File: config.mk
export PLATFORM = sky130hd
export DESIGN_NAME = mpb_param_bank
export DESIGN_NICKNAME = d
export VERILOG_FILES = /design/src/hw/mpb_pkg.sv /design/src/hw/mpb_period_timer.sv /design/src/hw/mpb_param_bank.sv
export VERILOG_INCLUDE_DIRS = /design/src /design/src/hw
export SDC_FILE = /design/constraint.sdc
export NUM_CORES = 1
export LEC_CHECK = 0
export ABC_AREA = 1
export BUFFER_PORTS_ARGS = -buffer_cell sky130_fd_sc_hd__buf_4
export CELL_PAD_IN_SITES_DETAIL_PLACEMENT = 0
export CELL_PAD_IN_SITES_GLOBAL_PLACEMENT = 1
export CORE_ASPECT_RATIO = 1.1
export CORE_MARGIN = 3
export CORE_UTILIZATION = 42
export CTS_CLUSTER_DIAMETER = 100
export DETAILED_ROUTE_END_ITERATION = 6
export GPL_TIMING_DRIVEN = 0
export MAX_ROUTING_LAYER = met4
export PLACE_DENSITY = 0.78
export SYNTH_ARGS = -nofsm -noshare
export SYNTH_HDL_FRONTEND = slang
export SYNTH_HIERARCHICAL = 1
export SYNTH_SLANG_ARGS = --single-unit
File: constraint.sdc
create_clock -name i_core_clk -period 3.2 [get_ports i_core_clk]
set_input_delay 0.16 -clock i_core_clk [delete_from_list [all_inputs] [get_ports i_core_clk]]
set_output_delay 0.16 -clock i_core_clk [all_outputs]
set_load 0.05 [all_outputs]
File: src/hw/mpb_cfg.svh
// offsets, field layouts, reset values and timing figures of the motion parameter bank
`ifndef MPB_CFG_SVH
`define MPB_CFG_SVH

// object indices and highest subindex answers
`define MPB_IDX_JERK 16'h60A4
`define MPB_IDX_POS_UNIT 16'h60A8
`define MPB_IDX_VEL_UNIT 16'h60A9
`define MPB_IDX_POS_OFF 16'h60B0
`define MPB_IDX_VEL_OFF 16'h60B1
`define MPB_IDX_TRQ_OFF 16'h60B2
`define MPB_IDX_INTERP_REC 16'h60C1
`define MPB_IDX_INTERP_PER 16'h60C2
`define MPB_JERK_TOP_SUB 8'h04
`define MPB_REC_TOP_SUB 8'h01
`define MPB_PER_TOP_SUB 8'h02
`define MPB_SUB_00 8'h00
`define MPB_SUB_01 8'h01
`define MPB_SUB_02 8'h02

// unit word fields: position word keeps 31:16, velocity word keeps 31:8
`define MPB_POS_UNIT_MASK 32'hFFFF0000
`define MPB_VEL_UNIT_MASK 32'hFFFFFF00

// reset values
`define MPB_JERK_RST 32'h000003E8
`define MPB_POS_UNIT_RST 32'hFF410000
`define MPB_VEL_UNIT_RST 32'h00B44700
`define MPB_OFF32_RST 32'h00000000
`define MPB_OFF16_RST 16'h0000
`define MPB_REC_RST 32'h00000000
`define MPB_PER_VAL_RST 8'h01
`define MPB_PER_IDX 8'hFD

// timing: one millisecond at the core clock
`define MPB_MS_NS 1000000
`define MPB_CLK_PERIOD_NS 8

`endif

File: src/hw/mpb_pkg.sv
// types shared by the motion parameter bank
package mpb_pkg;

  // active operating mode as reported by the drive core
  typedef enum logic [2:0] {
    MPB_MODE_OTHER,
    MPB_MODE_CSP,
    MPB_MODE_CSV,
    MPB_MODE_CST,
    MPB_MODE_STEPDIR
  } mpb_mode_t;

  // ramp segment the ramp generator is entering
  typedef enum logic [1:0] {
    MPB_RAMP_ACC_BEGIN,
    MPB_RAMP_BRK_BEGIN,
    MPB_RAMP_ACC_END,
    MPB_RAMP_BRK_END
  } mpb_ramp_t;

endpackage

File: src/hw/mpb_period_timer.sv
// interpolation period timer: one tick every period value milliseconds
`timescale 1ns/100ps
module mpb_period_timer #(
  parameter int CYC_PER_MS = 125000
) (
  // clock and reset
  input wire logic i_core_clk,
  input wire logic i_srst,
  // period in milliseconds, zero stops the ticks
  input wire logic [7:0] i_period,
  // one-cycle pulse at each period end
  output logic o_tick
);

  localparam int MSW = $clog2(CYC_PER_MS);

  logic [MSW-1:0] ms_cnt_r, ms_cnt_nxt;
  logic [7:0] per_cnt_r, per_cnt_nxt;
  logic tick_r, tick_nxt;
  logic ms_en;

  // millisecond enable divider, then count whole milliseconds
  always_comb
  begin
    ms_en = (ms_cnt_r == MSW'(CYC_PER_MS - 1));
    ms_cnt_nxt = ms_en ? '0 : MSW'(ms_cnt_r + 1'b1);
    per_cnt_nxt = per_cnt_r;
    tick_nxt = 1'b0;
    if (i_period == 8'h00)
    begin
      per_cnt_nxt = 8'h00;
    end
    else if (ms_en)
    begin
      // >= so a shortened period never lets the counter run past it
      if (8'(per_cnt_r + 8'h01) >= i_period)
      begin
        per_cnt_nxt = 8'h00;
        tick_nxt = 1'b1;
      end
      else
      begin
        per_cnt_nxt = 8'(per_cnt_r + 8'h01);
      end
    end
  end

  // registers only
  always_ff @(posedge i_core_clk)
  begin
    if (i_srst)
    begin
      ms_cnt_r <= '0;
      per_cnt_r <= 8'h00;
      tick_r <= 1'b0;
    end
    else
    begin
      ms_cnt_r <= ms_cnt_nxt;
      per_cnt_r <= per_cnt_nxt;
      tick_r <= tick_nxt;
    end
  end

  assign o_tick = tick_r;

endmodule

File: src/hw/mpb_param_bank.sv
// motion profile parameter bank: object access port, jerk select, setpoint offsets
//
// Behaviour
// - begin jerks: sub 01 accel, sub 02 brake
// - end jerks: sub 03 accel, sub 04 brake
// - position unit word fields, reset FF410000
// - velocity unit word fields, reset 00B44700
// - position offset only in CSP, step/dir
// - velocity offset in CSP, CSV, step/dir
// - torque offset in cyclic modes, step/dir
// - demand position effective at next sync
// - zero jerk means jerk not limited
// - period index must be -3, milliseconds
`include "mpb_cfg.svh"
`timescale 1ns/100ps
module mpb_param_bank #(
  parameter int CYC_PER_MS = `MPB_MS_NS / `MPB_CLK_PERIOD_NS
) (
  // clock and reset
  input wire logic i_core_clk,
  input wire logic i_srst,
  // object access from the fieldbus side
  input wire logic i_od_req,
  input wire logic i_od_wr,
  input wire logic [15:0] i_od_index,
  input wire logic [7:0] i_od_subidx,
  input wire logic [31:0] i_od_wdata,
  output logic o_od_ack,
  output logic o_od_err,
  output logic [31:0] o_od_rdata,
  // synchronisation pin, asynchronous
  input wire logic i_sync,
  // drive core state
  input wire mpb_pkg::mpb_mode_t i_mode,
  input wire mpb_pkg::mpb_ramp_t i_ramp_phase,
  input wire logic [31:0] i_pos_setpoint,
  input wire logic [31:0] i_vel_setpoint,
  input wire logic [15:0] i_trq_setpoint,
  // jerk for the current ramp segment
  output logic [31:0] o_jerk_value,
  output logic o_jerk_limited,
  // setpoints with offsets applied
  output logic [31:0] o_pos_setpoint,
  output logic [31:0] o_vel_setpoint,
  output logic [15:0] o_trq_setpoint,
  // interpolation
  output logic [31:0] o_interp_target,
  output logic o_interp_tick
);

  // mode sets that take each offset
  function automatic logic pos_off_mode(input mpb_pkg::mpb_mode_t m);
    pos_off_mode = (m == mpb_pkg::MPB_MODE_CSP) || (m == mpb_pkg::MPB_MODE_STEPDIR);
  endfunction

  function automatic logic vel_off_mode(input mpb_pkg::mpb_mode_t m);
    vel_off_mode = pos_off_mode(m) || (m == mpb_pkg::MPB_MODE_CSV);
  endfunction

  function automatic logic trq_off_mode(input mpb_pkg::mpb_mode_t m);
    trq_off_mode = vel_off_mode(m) || (m == mpb_pkg::MPB_MODE_CST);
  endfunction

  logic [31:0] jerk_r [4];
  logic [31:0] jerk_nxt [4];
  logic [31:0] pos_unit_r, pos_unit_nxt;
  logic [31:0] vel_unit_r, vel_unit_nxt;
  logic [31:0] pos_off_r, pos_off_nxt;
  logic [31:0] vel_off_r, vel_off_nxt;
  logic [15:0] trq_off_r, trq_off_nxt;
  logic [31:0] staged_r, staged_nxt;
  logic [7:0] per_val_r, per_val_nxt;
  logic ack_r, ack_nxt;
  logic err_r, err_nxt;
  logic [31:0] rdata_r, rdata_nxt;
  logic wr, rd;
  logic [1:0] jsel;

  // object dictionary decode: reads answer, writes update the next values
  always_comb
  begin
    jerk_nxt = jerk_r;
    pos_unit_nxt = pos_unit_r;
    vel_unit_nxt = vel_unit_r;
    pos_off_nxt = pos_off_r;
    vel_off_nxt = vel_off_r;
    trq_off_nxt = trq_off_r;
    staged_nxt = staged_r;
    per_val_nxt = per_val_r;
    ack_nxt = i_od_req;
    err_nxt = 1'b0;
    rdata_nxt = 32'h00000000;
    wr = i_od_req & i_od_wr;
    rd = i_od_req & ~i_od_wr;
    jsel = 2'(i_od_subidx - `MPB_SUB_01);
    case (i_od_index)
      `MPB_IDX_JERK:
      begin
        if (i_od_subidx == `MPB_SUB_00)
        begin
          err_nxt = wr;
          rdata_nxt = rd ? {24'h000000, `MPB_JERK_TOP_SUB} : 32'h00000000;
        end
        else if (i_od_subidx <= `MPB_JERK_TOP_SUB)
        begin
          if (wr)
          begin
            jerk_nxt[jsel] = i_od_wdata;
          end
          rdata_nxt = rd ? jerk_r[jsel] : 32'h00000000;
        end
        else
        begin
          err_nxt = i_od_req;
        end
      end
      `MPB_IDX_POS_UNIT:
      begin
        if (wr)
        begin
          pos_unit_nxt = i_od_wdata & `MPB_POS_UNIT_MASK;
        end
        rdata_nxt = rd ? pos_unit_r : 32'h00000000;
      end
      `MPB_IDX_VEL_UNIT:
      begin
        if (wr)
        begin
          vel_unit_nxt = i_od_wdata & `MPB_VEL_UNIT_MASK;
        end
        rdata_nxt = rd ? vel_unit_r : 32'h00000000;
      end
      `MPB_IDX_POS_OFF:
      begin
        if (wr)
        begin
          pos_off_nxt = i_od_wdata;
        end
        rdata_nxt = rd ? pos_off_r : 32'h00000000;
      end
      `MPB_IDX_VEL_OFF:
      begin
        if (wr)
        begin
          vel_off_nxt = i_od_wdata;
        end
        rdata_nxt = rd ? vel_off_r : 32'h00000000;
      end
      `MPB_IDX_TRQ_OFF:
      begin
        if (wr)
        begin
          trq_off_nxt = i_od_wdata[15:0];
        end
        rdata_nxt = rd ? {16'h0000, trq_off_r} : 32'h00000000;
      end
      `MPB_IDX_INTERP_REC:
      begin
        if (i_od_subidx == `MPB_SUB_00)
        begin
          err_nxt = wr;
          rdata_nxt = rd ? {24'h000000, `MPB_REC_TOP_SUB} : 32'h00000000;
        end
        else if (i_od_subidx == `MPB_SUB_01)
        begin
          if (wr)
          begin
            staged_nxt = i_od_wdata;
          end
          rdata_nxt = rd ? staged_r : 32'h00000000;
        end
        else
        begin
          err_nxt = i_od_req;
        end
      end
      `MPB_IDX_INTERP_PER:
      begin
        if (i_od_subidx == `MPB_SUB_00)
        begin
          err_nxt = wr;
          rdata_nxt = rd ? {24'h000000, `MPB_PER_TOP_SUB} : 32'h00000000;
        end
        else if (i_od_subidx == `MPB_SUB_01)
        begin
          if (wr)
          begin
            per_val_nxt = i_od_wdata[7:0];
          end
          rdata_nxt = rd ? {24'h000000, per_val_r} : 32'h00000000;
        end
        else if (i_od_subidx == `MPB_SUB_02)
        begin
          // only the millisecond base exists, so the index is a fixed value
          err_nxt = wr && (i_od_wdata[7:0] != `MPB_PER_IDX);
          rdata_nxt = rd ? {24'h000000, `MPB_PER_IDX} : 32'h00000000;
        end
        else
        begin
          err_nxt = i_od_req;
        end
      end
      default:
      begin
        err_nxt = i_od_req;
      end
    endcase
  end

  // parameter registers
  always_ff @(posedge i_core_clk)
  begin
    if (i_srst)
    begin
      for (int i = 0; i < 4; i++)
      begin
        jerk_r[i] <= `MPB_JERK_RST;
      end
      pos_unit_r <= `MPB_POS_UNIT_RST;
      vel_unit_r <= `MPB_VEL_UNIT_RST;
      pos_off_r <= `MPB_OFF32_RST;
      vel_off_r <= `MPB_OFF32_RST;
      trq_off_r <= `MPB_OFF16_RST;
      staged_r <= `MPB_REC_RST;
      per_val_r <= `MPB_PER_VAL_RST;
      ack_r <= 1'b0;
      err_r <= 1'b0;
      rdata_r <= 32'h00000000;
    end
    else
    begin
      jerk_r <= jerk_nxt;
      pos_unit_r <= pos_unit_nxt;
      vel_unit_r <= vel_unit_nxt;
      pos_off_r <= pos_off_nxt;
      vel_off_r <= vel_off_nxt;
      trq_off_r <= trq_off_nxt;
      staged_r <= staged_nxt;
      per_val_r <= per_val_nxt;
      ack_r <= ack_nxt;
      err_r <= err_nxt;
      rdata_r <= rdata_nxt;
    end
  end

  logic sync_meta_r, sync_s2_r, sync_s3_r;
  logic [31:0] target_r, target_nxt;
  logic sync_edge;

  // sync pin: two flops, then rising edge; a write in the edge cycle waits for the next sync
  always_comb
  begin
    sync_edge = sync_s2_r & ~sync_s3_r;
    target_nxt = sync_edge ? staged_r : target_r;
  end

  always_ff @(posedge i_core_clk)
  begin
    if (i_srst)
    begin
      sync_meta_r <= 1'b0;
      sync_s2_r <= 1'b0;
      sync_s3_r <= 1'b0;
      target_r <= `MPB_REC_RST;
    end
    else
    begin
      sync_meta_r <= i_sync;
      sync_s2_r <= sync_meta_r;
      sync_s3_r <= sync_s2_r;
      target_r <= target_nxt;
    end
  end

  logic [31:0] jerk_out_r, jerk_out_nxt;
  logic limited_r, limited_nxt;
  logic [31:0] pos_sp_r, pos_sp_nxt;
  logic [31:0] vel_sp_r, vel_sp_nxt;
  logic [15:0] trq_sp_r, trq_sp_nxt;

  // jerk pick per segment and setpoint offsets, registered for the drive core
  always_comb
  begin
    unique case (i_ramp_phase)
      mpb_pkg::MPB_RAMP_ACC_BEGIN: jerk_out_nxt = jerk_r[0];
      mpb_pkg::MPB_RAMP_BRK_BEGIN: jerk_out_nxt = jerk_r[1];
      mpb_pkg::MPB_RAMP_ACC_END: jerk_out_nxt = jerk_r[2];
      mpb_pkg::MPB_RAMP_BRK_END: jerk_out_nxt = jerk_r[3];
    endcase
    limited_nxt = (jerk_out_nxt != 32'h00000000);
    pos_sp_nxt = i_pos_setpoint + (pos_off_mode(i_mode) ? pos_off_r : 32'h00000000);
    vel_sp_nxt = i_vel_setpoint + (vel_off_mode(i_mode) ? vel_off_r : 32'h00000000);
    trq_sp_nxt = i_trq_setpoint + (trq_off_mode(i_mode) ? trq_off_r : 16'h0000);
  end

  always_ff @(posedge i_core_clk)
  begin
    if (i_srst)
    begin
      jerk_out_r <= 32'h00000000;
      limited_r <= 1'b0;
      pos_sp_r <= 32'h00000000;
      vel_sp_r <= 32'h00000000;
      trq_sp_r <= 16'h0000;
    end
    else
    begin
      jerk_out_r <= jerk_out_nxt;
      limited_r <= limited_nxt;
      pos_sp_r <= pos_sp_nxt;
      vel_sp_r <= vel_sp_nxt;
      trq_sp_r <= trq_sp_nxt;
    end
  end

  // interpolation cycle = period value in milliseconds
  mpb_period_timer #(
    .CYC_PER_MS(CYC_PER_MS)
  ) u_timer (
    .i_core_clk(i_core_clk),
    .i_srst(i_srst),
    .i_period(per_val_r),
    .o_tick(o_interp_tick)
  );

  assign o_od_ack = ack_r;
  assign o_od_err = err_r;
  assign o_od_rdata = rdata_r;
  assign o_jerk_value = jerk_out_r;
  assign o_jerk_limited = limited_r;
  assign o_pos_setpoint = pos_sp_r;
  assign o_vel_setpoint = vel_sp_r;
  assign o_trq_setpoint = trq_sp_r;
  assign o_interp_target = target_r;

  // checks beside the logic
  property p_begin_jerk;
    @(posedge i_core_clk) disable iff (i_srst)
    (i_ramp_phase == mpb_pkg::MPB_RAMP_BRK_BEGIN) |=> (o_jerk_value == $past(jerk_r[1]));
  endproperty
  a_begin_jerk: assert property (p_begin_jerk) else $error("brake begin jerk wrong");

  property p_end_jerk;
    @(posedge i_core_clk) disable iff (i_srst)
    (i_ramp_phase == mpb_pkg::MPB_RAMP_ACC_END) |=> (o_jerk_value == $past(jerk_r[2]));
  endproperty
  a_end_jerk: assert property (p_end_jerk) else $error("accel end jerk wrong");

  property p_pos_unit;
    @(posedge i_core_clk)
    $fell(i_srst) |-> (pos_unit_r == `MPB_POS_UNIT_RST) && (vel_unit_r == `MPB_VEL_UNIT_RST);
  endproperty
  a_pos_unit: assert property (p_pos_unit) else $error("unit word reset wrong");

  property p_reserved;
    @(posedge i_core_clk) disable iff (i_srst)
    (pos_unit_r[15:0] == 16'h0000) && (vel_unit_r[7:0] == 8'h00);
  endproperty
  a_reserved: assert property (p_reserved) else $error("reserved unit bits set");

  property p_pos_off;
    @(posedge i_core_clk) disable iff (i_srst)
    !pos_off_mode(i_mode) |=> (o_pos_setpoint == $past(i_pos_setpoint));
  endproperty
  a_pos_off: assert property (p_pos_off) else $error("position offset outside mode");

  property p_vel_off;
    @(posedge i_core_clk) disable iff (i_srst)
    (i_mode == mpb_pkg::MPB_MODE_CSV) |=> (o_vel_setpoint == $past(i_vel_setpoint + vel_off_r));
  endproperty
  a_vel_off: assert property (p_vel_off) else $error("velocity offset missing");

  property p_trq_off;
    @(posedge i_core_clk) disable iff (i_srst)
    (i_mode == mpb_pkg::MPB_MODE_OTHER) |=> (o_trq_setpoint == $past(i_trq_setpoint));
  endproperty
  a_trq_off: assert property (p_trq_off) else $error("torque offset outside mode");

  property p_latch_at_sync;
    @(posedge i_core_clk) disable iff (i_srst)
    !sync_edge ##1 !sync_edge |-> $stable(o_interp_target);
  endproperty
  a_latch_at_sync: assert property (p_latch_at_sync) else $error("target moved without sync");

  property p_jerk_zero;
    @(posedge i_core_clk) disable iff (i_srst)
    o_jerk_limited == (o_jerk_value != 32'h00000000);
  endproperty
  a_jerk_zero: assert property (p_jerk_zero) else $error("jerk limit flag wrong");

  property p_per_index;
    @(posedge i_core_clk) disable iff (i_srst)
    (wr && i_od_index == `MPB_IDX_INTERP_PER && i_od_subidx == `MPB_SUB_02
      && i_od_wdata[7:0] != `MPB_PER_IDX) |=> o_od_ack && o_od_err;
  endproperty
  a_per_index: assert property (p_per_index) else $error("bad period index accepted");

endmodule

==> results of run 1 <==
[cell usage after synthesis, drive strengths merged (5+ instances only)]
master    n  area share [%]
nand3   208             4.1
or2      10            0.24
nand3b   11            0.32
inv     399             5.8
o211ai   56             1.6
nand4    60             1.4
o21a      5            0.14
dfxtp   496              38
ha       92             4.4
o21bai   14            0.40
xnor2     6            0.20
a21oi   327             6.3
nor2    669              10
buf      79             1.7
clkbuf  107             1.5
xor2      6            0.20
o22ai    23            0.55
a21o      5            0.14
a211oi   95             2.8
nor3     39            0.85
o21ai   221             4.3
nand2   960              14
[cells by family after synthesis]
family | synth area share (%)
AOI/OAI and AO/OA | 16.3
xor gates and xnor gates | 0.405
adders and majority gates | 4.66
buffers and inverters | 9.06
DFF | 38.2
and+or+nand+nor | 31.4
[worst max path at each step]
| stage | start | endpoint | slack, ps | cells past startpoint |
|---|---|---|---|---|
| after floorplan | i_mode[2] | o_vel_setpoint[30] | 760 | 19 |
| after global placement | i_mode[2] | o_vel_setpoint[30] | -660 | 20 |
| after detailed placement | i_mode[2] | o_vel_setpoint[30] | -630 | 20 |
| after CTS | i_mode[2] | o_vel_setpoint[30] | 20 | 20 |
| after global routing | i_mode[2] | o_vel_setpoint[24] | 2 | 19 |
| final | i_mode[2] | o_vel_setpoint[24] | 170 | 19 |
[cell type report]
type / instances / area [µm²]
plain buffers: 186 / 853
inverters: 400 / 1500
fillers: 6413 / 29300
clock inverters: 24 / 274
flip-flops and latches: 496 / 9930
diodes: 1 / 2.50
multi-input cells: 2815 / 13700
clock buffers: 81 / 1690
repair buffers: 372 / 2940
well taps: 824 / 1030
[worst max-delay path: stages]
cell and delay, ps:
buf_4 120, nor2_1 90, nor2_1 40, nand2_1 370, nand2_1 240, inv_1 170
clkbuf_2 260, nor2_1 160, ha_1 260, fa_1 510, nand3_1 130, nand2_1 170
nand2_1 110, nand2_1 120, nand2_1 100, nand3_1 130, nand2_1 90, nand2_1 50
nor2_1 250
[power breakdown]
part / switching [µW] / total (µW) / internal, µW
Combinational: 1140 / 1610 / 467
Clock: 2800 / 6860 / 4060
Sequential: 43.0 / 6310 / 6260
[per-stage QoR]
step	hold slack [ps]	setup TNS, ps	instance area, µm²	setup slack (ps)	std cells
floorplan	267	0	26000	762	3897
CTS	2.43	0	31900	19.6	5198
global route	32.2	0	31900	1.75	5199
finish	18.7	0	31900	168	5199
global placement	365	-36060	29400	-660	5034
detailed placement	375	-39820	29400	-629	5034
[routing by layer]
metal  up-vias  global-route usage (%)
met5         -                       -
li1      13500                       -
met3       179                    3.73
met2       904                    55.5
met4         0                    10.1
met1     12500                    40.7
[cells in the final DEF (no fill, tap or decap), types with 12 or more instances in the layout]
cell type / instances
o211ai_1: 56
o22ai_1: 23
nor3_1: 35
buf_4: 323
o21bai_1: 14
clkbuf_16: 57
nand2_1: 950
a211oi_1: 93
inv_1: 386
ha_1: 92
a21oi_1: 325
nand3_1: 202
clkbuf_8: 17
buf_2: 53
nand4_1: 60
clkbuf_1: 113
inv_2: 12
nor2_1: 644
dlygate4sd3_1: 59
o21ai_0: 220
dfxtp_1: 496
[what timing repair did]
action	in CTS	in global routing
endpoints found under the setup margin	0	20
resized for setup	0	3
hold buffers	59	0
hold endpoints to repair	216	0
buffers inserted	0	0
==> results.toml, run 1 <==
[timing]
fin_skew_ps = 15.2
fin_crit_sh_pct = 94.8
max_freq_mhz = 330
hold_violations = 0
tightestPinTransition_ps = 1310
layout_min_cycle_time_ps = 3030
max_slew_margin_pct = 12.7
rsz0062_at_grt = "no"
finalSetupViolations = 0
maxSlewViolCount = 0

[detailed_routing]
firstDrtPassIters = 7
route.met3.wl_um = 6130
met2_length_um = 50700
viasPerCell = 5.21
drtAntennaViolNets = 0
top_layer_used = "met4"
met1_length_um = 45700
vias = 27100
wl_per_cell_um = 20.4
drc_errors = 0
drt_iter0_drc = 2070
drt-total-wl_um = 106000

[synth]
synth_edf_count = 0
avgSynthCellArea_um2 = 6.67
ys_seq_elements = 496
syn-num-nets = 4138
synthesis.area_mm2 = 0.0260
synthCells = 3897
yosysSeqAreaShare_pct = 38.2
synth_warnings = 6
synth-async-reset-ratio_pct = 0
synth_cell_types = 45
synthFlopType = "dfxtp_1"

[clock_network]
clock_latency_ps = 620
cts_max_path_buffers = 3
cts.clk_slew.worst_paths_ps = 60
clockRootBuffer = "clkbuf_16"
ctsHtreeMaxLevel = 2
cts_tree = "done"
clock_sinks = 496
numCtsBuffers = 56

[floorplanning]
core_area_mm2 = 0.0612
ioPinCount = 326
start_util_pct = 42.4
die_width_um = 243
num_rows = 95
die-area_mm2 = 0.0649
die_h_um = 267

[worst_setup_path]
reg2reg_depth = 13
cp_max_fo = 10
startpoint_type = "primary input"
worst-setup-path-type = "in -> reg"
cp_data_arrival_time_ps = 3550
r2r-end = "o_vel_setpoint[30]"
r2r_slack_ps = 560
r2r-start = "vel_off_r[0]"
endpoint_kind = "flip-flop"
worst_ep_required_time_ps = 3720

[layout]
largest_reg_flops = 128
finish.utilization_pct = 52.1
syn_to_final_growth_pct = 22.9
drive_gt1_share_pct = 12.6
layout.nets = 4568
top_register = "jerk_r"

[power_and_ir_drop]
power_density_mw_per_mm2 = 463
peakVddDrop_mv = 0.427
cellLeakagePower_uw = 0.0144
finalPower_uw = 14800

[global_route]
grt_pass1_vias = 26400
overflow = 0
antenna_found_initial = 1
grt_pass1_wl_um = 158000
grt.total_usage_pct = 32.6
grt_max_degree = 15

[placement]
io_buffers = 313
gp_congestion = 0.965
hpwl_um = 83900

[flow_run]
drv_cap = 0

[status]
run_status = "finished, final reports clean"

[hold_path]
hp-start = "i_pos_setpoint[13]"
hp-class = "in -> reg"
holdPathEnd = "o_pos_setpoint[13]"
hold_path_depth = 3
(Power assumes the default switching activity.)
==> inputs of run 2 (changes only) <==
- CORE_UTILIZATION: 42 -> 38
- PLACE_DENSITY: 0.78 -> 0.74
- clock period: 3.2 -> 2.5 ns (I/O delays scaled with it)
==> run 2 against run 1 <==
Compared with the run above: critical endpoint is now o_od_rdata[31]; total power up 26%; clock-buffer cell count fell by 3; utilization is 4.1 points lower; clock skew is essentially flat; worst setup slack worse by 130 ps; largest power group unchanged; combinational power increased by 31%; flip-flop and latch count stayed put; critical path type unchanged; largest cell class unchanged.
==> results.toml, run 2 (synthesized netlist as in run 1, its figures left out) <==
[timing]
fin_skew_ps = 15.1
layout_min_cycle_time_ps = 2460
fin_crit_sh_pct = 98.3
max_freq_mhz = 407
hold_violations = 0
finalSetupViolations = 0
maxSlewViolCount = 0
max_slew_margin_pct = 10.9
tightestPinTransition_ps = 1340
tns_ps = 0
worst_slack_ps = 42.1

[detailed_routing]
firstDrtPassIters = 5
drtAntennaViolNets = 0
drt-total-wl_um = 107000
drt_iter0_drc = 1978
wl_per_cell_um = 20.2
drc_errors = 0
viasPerCell = 5.08
vias = 26900

[placement]
gp_congestion = 0.952
io_buffers = 313
post-place-ws_ps = -1360
hpwl_um = 84900

[floorplanning]
core_area_mm2 = 0.0670
die-area_mm2 = 0.0715
die_h_um = 280
num_rows = 99
ioPinCount = 326
die_width_um = 255
start_util_pct = 38.8

[hold_path]
holdPathEnd = "o_pos_setpoint[24]"
hp-class = "in -> reg"
hold_path_depth = 4
hp-start = "i_pos_setpoint[24]"

[worst_setup_path]
worst-setup-path-type = "in -> reg"
endpoint_kind = "flip-flop"
startpoint_type = "primary input"
r2r-end = "o_interp_target[13]"
cp_data_arrival_time_ps = 2940
r2r_slack_ps = 90
cp_max_fo = 12
r2r-start = "sync_s2_r"
reg2reg_depth = 6
worst_ep_required_time_ps = 2980

[power_and_ir_drop]
peakVddDrop_mv = 0.540
power_density_mw_per_mm2 = 578
p_clk_share_pct = 45.3
swShare_pct = 27.1
p_int_uw = 13600
p_seq_share_pct = 43.4
netSwitchingPower_uw = 5040
combinationalPowerShare_pct = 11.3
cellLeakagePower_uw = 0.0145

[global_route]
grt_pass1_wl_um = 158000
grt_pass1_vias = 25700
grt_max_degree = 16
antenna_found_initial = 2
grt.total_usage_pct = 29.5
overflow = 0

[layout]
drive_gt1_share_pct = 13.1
layout_commonest_cell = "nand2_1"
layout_common_cells = "nand2_1 (946), nor2_1 (638), dfxtp_1 (496), inv_1 (386), buf_4 (326)"
largest_reg_flops = 128
syn_to_final_growth_pct = 23.9
top_register = "jerk_r"
layout.nets = 4583

[clock_network]
ctsHtreeMaxLevel = 2
cts_tree = "done"
cts.clk_slew.worst_paths_ps = 60
clock_sinks = 496
cts_max_path_buffers = 3
numCtsBuffers = 55
clock_latency_ps = 630
clockRootBuffer = "clkbuf_16"

[status]
run_status = "finished, final reports clean"

[flow_run]
drv_cap = 0
-- run 2: changes by cell type in the layout (fill, tap and decap cells not counted), sizes merged --
cell / before / now
diode: 1 / 2
buf: 391 / 394
clkbuf: 189 / 184
dlygate4sd3: 59 / 74
bufinv: 5 / 4
clkinv: 13 / 9
-- run 2: metal layers --
metal	part of all wire, %	up-vias	global-route usage (%)
met2	49	799	51.7
li1	-	13600	-
met5	0	-	-
met4	3.0	0	8.13
met1	42	12400	36.0
met3	5.3	167	3.38
-- run 2: repair_timing --
| action | in CTS | in global routing |
|---|---|---|
| pin swaps | 0 | 1 |
| endpoints found under the setup margin | 150 | 61 |
| resized for setup | 8 | 38 |
| setup buffers | 0 | 2 |
| hold buffers | 74 | 0 |
| hold endpoints to repair | 249 | 0 |
-- run 2: critical path: stages --
cell and delay, ps:
buf_4 140, buf_2 180, inv_1 170, buf_2 270, buf_4 280, ha_1 220
nand2_1 100, nor2_4 270, clkinvlp_4 280, clkbuf_2 290, nand4_1 150, nand2_1 80
nor2_1 200, a21oi_1 180
-- run 2: how the worst max path moves through the flow --
stage              startpoint                  to  depth (start not counted)
4_1_cts        i_od_subidx[0]      o_od_rdata[16]                         13
3_5_place_dp   i_od_subidx[0]      o_od_rdata[16]                         13
3_3_place_gp   i_od_subidx[0]      o_od_rdata[16]                         13
5_1_grt             i_mode[2]  o_vel_setpoint[23]                         20
6_report       i_od_subidx[0]      o_od_rdata[31]                         14
2_1_floorplan       i_mode[2]  o_vel_setpoint[30]                         19
-- run 2: final cells by class --
class,instances,area [µm²]
fill,7091,34800
buffer,185,868
timing repair buffer,389,3110
tap,909,1140
inverter,400,1510
clock buffer,78,1620
antenna,2,5.00
clock inverter,19,236
multi-input combinational,2815,13800
sequential,496,9930
-- run 2: power groups by stage --
stage | combinational (µW) | clock (µW) | sequential, µW
CTS | 2080 | 8560 | 8070
finish | 2110 | 8430 | 8070
global route | 2230 | 8880 | 8080
floorplan | 720 | 0 | 8610
detailed placement | 1970 | 0 | 8240
global placement | 1990 | 0 | 8240
-- run 2: metrics by stage --
| stage | hold WS [ps] | cells | power [µW] | instance area (µm²) | utilization, % |
|---|---|---|---|---|---|
| floorplan | 232 | 3897 | 9330 | 26000 | - |
| global placement | 331 | 5119 | 10200 | 29500 | 44.0 |
| detailed placement | 348 | 5119 | 10200 | 29500 | 44.0 |
| CTS | 0.507 | 5290 | 18700 | 32100 | 47.9 |
| global route | 35.3 | 5293 | 19200 | 32200 | 48.0 |
| finish | 18.4 | 5293 | 18600 | 32200 | 48.0 |
